### src/core/cais_defines.svh
// Register offsets, field positions and reset values of the channel alarm status registers
`ifndef CAIS_DEFINES_SVH
`define CAIS_DEFINES_SVH

`define CAIS_CH0_STATUS_OFS     8'h0A
`define CAIS_CH1_STATUS_OFS     8'h12
`define CAIS_CH2_STATUS_OFS     8'h1A
`define CAIS_CH3_STATUS_OFS     8'h22

`define CAIS_LOCK_STATE_BIT     5
`define CAIS_SIGNAL_STATE_BIT   4
`define CAIS_LOCK_EVENT_BIT     1
`define CAIS_SIGNAL_EVENT_BIT   0

`define CAIS_STATUS_RESET       8'h00
`define CAIS_UNMAPPED_READ      8'h00

`endif

### src/core/cais_pkg.sv
// Types shared by the channel alarm status block
package cais_pkg;

	typedef logic [7:0] cais_addr_t;
	typedef logic [7:0] cais_data_t;

	// Live alarm levels of one channel
	typedef struct packed {
		logic lock_lost_state;
		logic signal_lost_state;
	} cais_alarm_s;

	// Interrupt enables of one channel, held in its configuration register
	typedef struct packed {
		logic lock_change_irq_enable;
		logic signal_change_irq_enable;
	} cais_irq_en_s;

	// Latched change events of one channel
	typedef struct packed {
		logic lock_change_event;
		logic signal_change_event;
	} cais_event_s;

	// Register read request from the host interface
	typedef struct packed {
		logic       rd;
		cais_addr_t addr;
	} cais_rd_req_s;

	// Register read answer
	typedef struct packed {
		logic       valid;
		cais_data_t data;
	} cais_rd_rsp_s;

endpackage : cais_pkg

### src/core/cais_top.sv
// Per-channel alarm status registers with clear-upon-read change events and interrupt output
//
// How it works
// - One status register per channel, four addresses
// - Bit 5 shows live lock-lost state
// - Bit 4 shows live signal-lost state
// - Bit 1 latches lock change, clear-upon-read
// - Bit 0 latches signal change, clear-upon-read
// - Lock event interrupts only when enabled
// - Signal event interrupts only when enabled
// - Bits 7,6,3,2 read zero, ignore writes
//
// Register layout, the same for every channel:
//   7..6  zero
//   5     lock lost, live
//   4     signal lost, live
//   3..2  zero
//   1     lock change, cleared by the read that returns it
//   0     signal change, cleared by the read that returns it
//
// There is no write path: every bit is read-only, so writes have nothing
// to land on. The interrupt enables sit in a configuration register kept
// elsewhere and arrive here as two level inputs per channel.
// Reads may come every cycle and each is answered one cycle later.
`include "cais_defines.svh"

// Address decode of the read port onto a channel index
module cais_decode #(
	parameter int NUM_CH = 4,
	parameter int IDX_W  = 2
) (
	input  wire cais_pkg::cais_addr_t addr,
	output logic                      hit,
	output logic [IDX_W-1:0]          idx
);

	if (IDX_W < 2) begin : g_bad_idx_w
		$error("cais_decode: IDX_W must be at least 2");
	end

	// A slot beyond NUM_CH decodes as unmapped: it reads zero, clears nothing
	always_comb begin
		hit = 1'h0;
		idx = '0;
		if (addr == `CAIS_CH0_STATUS_OFS) begin
			hit = 1'h1;
			idx = IDX_W'(0);
		end else if (addr == `CAIS_CH1_STATUS_OFS) begin
			hit = NUM_CH > 1;
			idx = IDX_W'(1);
		end else if (addr == `CAIS_CH2_STATUS_OFS) begin
			hit = NUM_CH > 2;
			idx = IDX_W'(2);
		end else if (addr == `CAIS_CH3_STATUS_OFS) begin
			hit = NUM_CH > 3;
			idx = IDX_W'(3);
		end
	end

endmodule : cais_decode

// Marks the cycles in which change detection may run
module cais_prime (
	input  wire logic mclk,
	input  wire logic srst,
	output logic      primed
);

	logic primed_q;

	// First cycle after reset only samples the levels, so a channel already
	// in alarm at reset does not report a spurious change
	always_ff @(posedge mclk) begin
		if (srst) begin
			primed_q <= 1'h0;
		end else begin
			primed_q <= 1'h1;
		end
	end

	assign primed = primed_q;

endmodule : cais_prime

// One channel: previous levels, change detection and latched events
module cais_chan (
	input  wire logic                   mclk,
	input  wire logic                   srst,
	input  wire logic                   primed,
	input  wire cais_pkg::cais_alarm_s  alarm,
	input  wire cais_pkg::cais_irq_en_s irq_en,
	input  wire logic                   clr,
	output cais_pkg::cais_event_s       events,
	output logic                        irq
);

	cais_pkg::cais_alarm_s prev_q;
	cais_pkg::cais_event_s event_q;
	cais_pkg::cais_event_s event_d;
	logic                  lock_chg;
	logic                  sig_chg;
	logic                  lock_irq;
	logic                  sig_irq;

	// Previous levels are the reference for change detection
	always_ff @(posedge mclk) begin
		if (srst) begin
			prev_q <= '0;
		end else begin
			prev_q <= alarm;
		end
	end

	// Both directions of a level count as a change
	always_comb begin
		lock_chg = primed
			&& (alarm.lock_lost_state != prev_q.lock_lost_state);
		sig_chg  = primed
			&& (alarm.signal_lost_state != prev_q.signal_lost_state);
	end

	// Set wins over the clearing read, so a change in the read cycle survives
	always_comb begin
		event_d.lock_change_event   = lock_chg
			|| (event_q.lock_change_event && !clr);
		event_d.signal_change_event = sig_chg
			|| (event_q.signal_change_event && !clr);
	end

	always_ff @(posedge mclk) begin
		if (srst) begin
			event_q <= '0;
		end else begin
			event_q <= event_d;
		end
	end

	// Enables gate only the interrupt; the event bits latch regardless
	always_comb begin
		lock_irq = event_q.lock_change_event && irq_en.lock_change_irq_enable;
		sig_irq  = event_q.signal_change_event && irq_en.signal_change_irq_enable;
	end

	assign events = event_q;
	assign irq    = lock_irq || sig_irq;

endmodule : cais_chan

// Read answer: assembles the selected word and registers it
module cais_rd_port (
	input  wire logic                  mclk,
	input  wire logic                  srst,
	input  wire logic                  rd,
	input  wire cais_pkg::cais_alarm_s live,
	input  wire cais_pkg::cais_event_s events,
	output cais_pkg::cais_rd_rsp_s     rsp
);

	cais_pkg::cais_data_t word_d;
	cais_pkg::cais_data_t data_q;
	logic                 valid_q;

	// Unused bits keep the zero of the unmapped word
	always_comb begin
		word_d                         = `CAIS_UNMAPPED_READ;
		word_d[`CAIS_LOCK_STATE_BIT]   = live.lock_lost_state;
		word_d[`CAIS_SIGNAL_STATE_BIT] = live.signal_lost_state;
		word_d[`CAIS_LOCK_EVENT_BIT]   = events.lock_change_event;
		word_d[`CAIS_SIGNAL_EVENT_BIT] = events.signal_change_event;
	end

	// Valid is a one-cycle pulse after each taken read
	always_ff @(posedge mclk) begin
		if (srst) begin
			valid_q <= 1'h0;
		end else begin
			valid_q <= rd;
		end
	end

	// Data holds until the next read, so a slow host can still pick it up
	always_ff @(posedge mclk) begin
		if (srst) begin
			data_q <= `CAIS_STATUS_RESET;
		end else if (rd) begin
			data_q <= word_d;
		end
	end

	assign rsp.valid = valid_q;
	assign rsp.data  = data_q;

endmodule : cais_rd_port

// Interrupt request: any channel with an enabled event holds it up
module cais_irq_merge #(
	parameter int NUM_CH = 4
) (
	input  wire logic [NUM_CH-1:0] chan_irq,
	output logic                   irq
);

	// A level, not a pulse: it falls only once every enabled event is read
	always_comb begin
		irq = 1'h0;
		for (int i = 0; i < NUM_CH; i++) begin
			irq = irq || chan_irq[i];
		end
	end

endmodule : cais_irq_merge

// Status registers of all channels behind the register read port
module cais_top #(
	parameter int NUM_CH = 4
) (
	input  wire logic                   mclk,
	input  wire logic                   srst,
	input  wire cais_pkg::cais_alarm_s  alarm_in [NUM_CH],
	input  wire cais_pkg::cais_irq_en_s irq_en   [NUM_CH],
	input  wire cais_pkg::cais_rd_req_s rd_req,
	output cais_pkg::cais_rd_rsp_s      rd_rsp,
	output logic                        alarm_irq
);

	// The address map has four channel slots; more cannot be decoded
	if (NUM_CH < 1 || NUM_CH > 4) begin : g_bad_num_ch
		$error("cais_top: NUM_CH must lie between 1 and 4");
	end

	localparam int IDX_W = 2;

	logic                  primed;
	logic                  hit;
	logic [IDX_W-1:0]      hit_idx;
	logic                  rd_hit;
	logic [NUM_CH-1:0]     clr;
	logic [NUM_CH-1:0]     chan_irq;
	cais_pkg::cais_event_s events [NUM_CH];
	cais_pkg::cais_alarm_s live_sel;
	cais_pkg::cais_event_s event_sel;

	cais_decode #(
		.NUM_CH (NUM_CH),
		.IDX_W  (IDX_W)
	) u_decode (
		.addr (rd_req.addr),
		.hit  (hit),
		.idx  (hit_idx)
	);

	assign rd_hit = rd_req.rd && hit;

	cais_prime u_prime (
		.mclk   (mclk),
		.srst   (srst),
		.primed (primed)
	);

	// Per-channel state; a channel beyond NUM_CH does not exist at all
	for (genvar c = 0; c < NUM_CH; c++) begin : g_ch
		// Only a read that hits this channel clears its events
		assign clr[c] = rd_hit && (hit_idx == IDX_W'(c));

		cais_chan u_chan (
			.mclk   (mclk),
			.srst   (srst),
			.primed (primed),
			.alarm  (alarm_in[c]),
			.irq_en (irq_en[c]),
			.clr    (clr[c]),
			.events (events[c]),
			.irq    (chan_irq[c])
		);
	end

	// Selected channel's live levels and events; zero when nothing is hit
	always_comb begin
		live_sel  = '0;
		event_sel = '0;
		for (int i = 0; i < NUM_CH; i++) begin
			if (hit && (hit_idx == IDX_W'(i))) begin
				live_sel  = alarm_in[i];
				event_sel = events[i];
			end
		end
	end

	cais_rd_port u_rd_port (
		.mclk   (mclk),
		.srst   (srst),
		.rd     (rd_req.rd),
		.live   (live_sel),
		.events (event_sel),
		.rsp    (rd_rsp)
	);

	cais_irq_merge #(
		.NUM_CH (NUM_CH)
	) u_irq_merge (
		.chan_irq (chan_irq),
		.irq      (alarm_irq)
	);

endmodule : cais_top

### config.mk
export PLATFORM = sky130hd
export DESIGN_NAME = cais_top
export DESIGN_NICKNAME = d
export VERILOG_FILES = /design/src/core/cais_pkg.sv /design/src/core/cais_top.sv
export VERILOG_INCLUDE_DIRS = /design/src /design/src/core
export SDC_FILE = /design/constraint.sdc
export NUM_CORES = 1
export LEC_CHECK = 0
export ABC_AREA = 1
export BUFFER_PORTS_ARGS = -buffer_cell sky130_fd_sc_hd__buf_4
export CAP_MARGIN = 20
export CORE_ASPECT_RATIO = 0.8
export CORE_MARGIN = 2
export CORE_UTILIZATION = 30
export DETAILED_ROUTE_END_ITERATION = 8
export GPL_ROUTABILITY_DRIVEN = 0
export PLACE_DENSITY = 0.59
export RECOVER_POWER = 25
export SETUP_SLACK_MARGIN = 0.15
export SLEW_MARGIN = 20
export SYNTH_ARGS = -nofsm -noshare
export SYNTH_HDL_FRONTEND = slang
export SYNTH_SLANG_ARGS = --single-unit
### constraint.sdc
create_clock -name mclk -period 1.35 [get_ports mclk]
set_input_delay 0.135 -clock mclk [delete_from_list [all_inputs] [get_ports mclk]]
set_output_delay 0.135 -clock mclk [all_outputs]
set_load 0.02 [all_outputs]
## Yosys cells after proc, flatten, opt, wreduce, memory -nomap -nowiden

Index checks and enable logic that the tools add are counted.

- $add $sub $neg: 0
- $mul: 0
- Div/mod/pow operators: 0
- Magnitude comparators: 0
- Eq/ne operators: 15
- Shifts and indexed selects: 0
- Muxes and demuxes: 17
- Bitwise operators: 0
- Reductions and logical operators: 53

Operators with widths:

| cell | count |
|---|---|
| logical AND 1 bit | 33 |
| 2-to-1 mux 2 bit | 12 |
| == test 8 x 5 -> 1 bit, second input constant | 2 |
| logical OR 1 bit | 15 |
| == test 8 x 4 -> 1 bit, second input constant | 1 |
| == test 8 x 6 -> 1 bit, second input constant | 1 |
| != test 1 bit | 8 |
| 2-to-1 mux 1 bit | 5 |
| == test 2 bit, second input constant | 2 |
| logical NOT 1 bit | 4 |
| == test 2 x 1 -> 1 bit, second input constant | 1 |
| logical NOT 2 bit | 1 |

- Bits in registers: 22
- Latch bits: 0
- Memory bits (writable): 0
- Memory bits (read-only): 0
- Output and inout bits: 10
- Logic and storage cells: 104
- Memories kept: 0

## Longest topological paths before layout

- Depth in word-level cells: 11
- Gate-level depth with buffers: 10
- Mapped depth without buffers: 10

## Modules after synthesis

Synthesis repeated with hierarchy kept, for this count alone.

- Cell total of the unflattened synthesis: 205
- Area, all modules: 1290.0 sq um

By module, submodules not included:

| module | instances | cells an instance | area an instance (sq um) |
|---|---|---|---|
| cais_chan | 4 | 22 | 165.2 |
| cais_rd_port | 1 | 35 | 249.0 |
| cais_top | 1 | 52 | 247.7 |
| cais_decode | 1 | 25 | 97.6 |
| cais_prime | 1 | 2 | 23.8 |
| cais_irq_merge | 1 | 3 | 11.3 |

## Worst setup path before layout

Ideal clock, no wire load.

- Kind: reg2out
- From: register g_ch[3].u_chan.event_q, in the netlist g_ch[3].u_chan.events[1]
- To: output port alarm_irq
- Data arrival time: 862 ps
- Slack: 353 ps
- Cell stages (with the launch flop): 5
- Path buffers: 0
- Path through: dfxtp_1 nand2_1 nand3_1 a221oi_1 nand4_1

- Cells in the longest elaborated chain, start to end: 3

Ends and longest elaborated chain:

| element | line | source |
|---|---|---|
| start, declared | cais_top.sv:98 | `cais_pkg::cais_event_s event_q;` |
| start signal, assigned | cais_top.sv:134 | `event_q <= event_d;` |
| logical AND 1 bit | cais_top.sv:140 | `lock_irq = event_q.lock_change_event && irq_en.lock_change_irq_enable;` |
| logical OR 1 bit | cais_top.sv:145 | `assign irq = lock_irq \|\| sig_irq;` |
| logical OR 1 bit | cais_top.sv:207 | `irq = irq \|\| chan_irq[i];` |
| end, declared | cais_top.sv:223 | `output logic alarm_irq` |

No other way between the ends.

## Final worst setup path

- From: register g_ch[3].u_chan.event_q, in the netlist g_ch[3].u_chan.events[0]
- To: output port alarm_irq

- Cells in the longest elaborated chain, start to end: 3

Ends and longest elaborated chain:

| element | line | source |
|---|---|---|
| logical AND 1 bit | cais_top.sv:141 | `sig_irq = event_q.signal_change_event && irq_en.signal_change_irq_enable;` |
| logical OR 1 bit | cais_top.sv:145 |  |
| logical OR 1 bit | cais_top.sv:207 |  |

No other way between the ends.

==> results_dict.tcl <==
set metrics [dict create \
    mappedNetlistArea_mm2 0.00109 \
    via_count 1008 \
    clkTransAtPathRegs_ns 0.08 \
    required_ns 1.22 \
    hold_buffers 0 \
    clk-insertion-delay-late_ns 0.26 \
    status "complete, no violations" \
    antennaDiodeCount 0 \
    synth_cell_types 20 \
    tns_ns 0 \
    regArea_um2 444 \
    place_inst 230 \
    fp.coreArea_mm2 0.00345 \
    vias_per_cell 4.27 \
    arrival_ns 1.18 \
    ant_nets 0 \
    netlist_instances 162 \
    power_density_mw_per_mm2 1100 \
    power_mw 1.59 \
    period_needed_ns 1.32 \
    multi_input_area_um2 536 \
    drive_above_1_share 0.278 \
    hpwl_mm 1.84 \
    pin_count 37 \
    leakage_nw 0.747 \
    fill_cells 364 \
    die_h_um 57.9 \
    synth-warning-count 0 \
    crit_fanout 2 \
    final_net_count 222 \
    rsz0062_at_grt "true" \
    antenna_found_initial 0 \
    yosysTopAreaCell "dfxtp_1" \
    cts.sinks 22 \
    criticalPathCategory "reg -> out" \
    finalNonFillerCells 236 \
    max_freq_mhz 760 \
    cts-root-buf "clkbuf_8" \
    dieArea_mm2 0.00413 \
    ys_top_cells_by_area "dfxtp_1 (40%), nand2_1 (14%), nor2_1 (7.9%)" \
    firstDrtPassIters 4 \
    hold_violations 0 \
    finalCritPeriodShare 0.975 \
    ys_ff_latch 22 \
    grt_pass1_wl_mm 4.10 \
    syn_avg_cell_area_um2 6.73 \
    synth.top_cell.area_share 0.404 \
    fin_worst_skew_ns 0.00154 \
    wl_per_cell_um 10.2 \
    drc 0 \
    numCtsBuffers 3 \
    grt_usage 0.127 \
    drv_slew 0 \
    initial_utilization 0.316 \
    first_global_vias 969 \
    setup_viol 0 \
    yosysSeqAreaShare 0.404 \
    hold_path_class "in -> reg" \
    hold_slack_ns 0.0915 \
    critPathLaunchType "register" \
    cts_tree "done" \
    initialDrtViolationCount 39 \
    ctsLongestPathBuffers 2 \
    overflow 0 \
    drv_cap 0 \
    slew-limit-headroom 0.485 \
    worstMarginPinSlew_ns 0.773 \
    dieWidth_um 71.4 \
    critPathCaptureType "output pin" \
    ir_drop_mv 0.712 \
    cts_max_level 1 \
    row_count 19 \
    final_util 0.419 \
    routed_wl_mm 2.40 \
    portBuffers 32 \
    syn_to_final_growth_pct 32.6 \
    grt_max_degree 19 \
]
## cell type report
cell class,instances,area share
multi-input cells,110,0.371
flip-flops and latches,22,0.307
repair buffers,34,0.174
inverters,24,0.0623
well taps,42,0.0364
clock buffers,3,0.0286
clock inverters,1,0.0208
## worst max-delay path, cell delays in order (launching register included)
cell      delay, ns
dfxtp_2        0.33
nand2_2        0.06
nand3_2        0.07
a221oi_2       0.19
nand4_1        0.10
buf_4          0.17
## power breakdown
part	leakage (nW)	total [mW]	switching, mW	internal, mW
Combinational	0.527	0.247	0.127	0.120
Sequential	0.184	0.720	0.0274	0.693
Clock	0.0357	0.618	0.222	0.396
## Yosys cell counts
cell type  number
nand2_1        42
xor2_1          8
buf_1           2
clkbuf_1        1
inv_2           2
a221oi_1        1
o21ai_0        11
buf_2           1
buf_4           5
nand2_2         3
dfxtp_1        22
nand3_1         4
nor2_1         23
a21oi_1         8
conb_1          1
inv_1          22
a21oi_2         1
nor2_2          2
nor2_4          1
nand4_1         2
## flip-flops by register name, summed over array words and instances (netlist names)
register,flops
u_rd_port.valid_q,1
u_rd_port.data_q,4
g_ch.u_chan.prev_q,8
u_prime.primed,1
g_ch.u_chan.events,8
## stage by stage
step,setup WS [ns],instance area [um^2]
after floorplan,0.353,1100
after global placement,0.225,1340
after detailed placement,0.220,1340
after CTS,-0.00228,1440
after global routing,-0.0658,1450
final,0.0337,1450
## kinds of logic (layout without fill, tap and decap cells)
logic type	after synthesis	count (layout)	synth area share
AND/OR/NAND/NOR	77	77	0.293
buffers and inverters	33	62	0.132
XOR/XNOR	8	8	0.0643
other	1	4	0.00344
flip-flops	22	22	0.404
AO/OA/AOI/OAI	21	21	0.103
## final timing paths
path / endpoint / start / slack [ns] / cells after the start
worst max-delay path: alarm_irq / g_ch[3].u_chan.events[0] / 0.03 / 5
worst max register to register: u_rd_port.data_q[0] / g_ch[3].u_chan.events[0] / 0.48 / 5
worst min register to register: g_ch[1].u_chan.events[0] / g_ch[1].u_chan.events[0] / 0.50 / 2
worst min-delay path: g_ch[3].u_chan.prev_q[1] / alarm_in[1] / 0.09 / 3
## timing repair
action,in CTS,in global routing
gates resized for setup,4,4
pin swaps,2,1
endpoints found under the setup margin,1,1
setup buffers,2,0
gates cloned,0,0
## placed cells by master (no fill, tap or decap), drive strengths merged
cell type,netlist,final
inv,24,24
nand3,4,4
nand4,2,2
buf,8,33
o21ai,11,11
xor2,8,8
conb,1,4
nor2,26,26
bufinv,0,1
nand2,45,45
a21oi,9,9
dfxtp,22,22
a221oi,1,1
clkbuf,1,4
## metal layers
metal / track usage / up-vias / share of wire
met5: 0 / - / 0
li1: - / 543 / -
met1: 0.172 / 431 / 0.50
met3: 0.0452 / 2 / 0.076
met2: 0.198 / 32 / 0.42
met4: 0.0243 / 0 / 0.0050
Power figures use the tool's default switching activity.
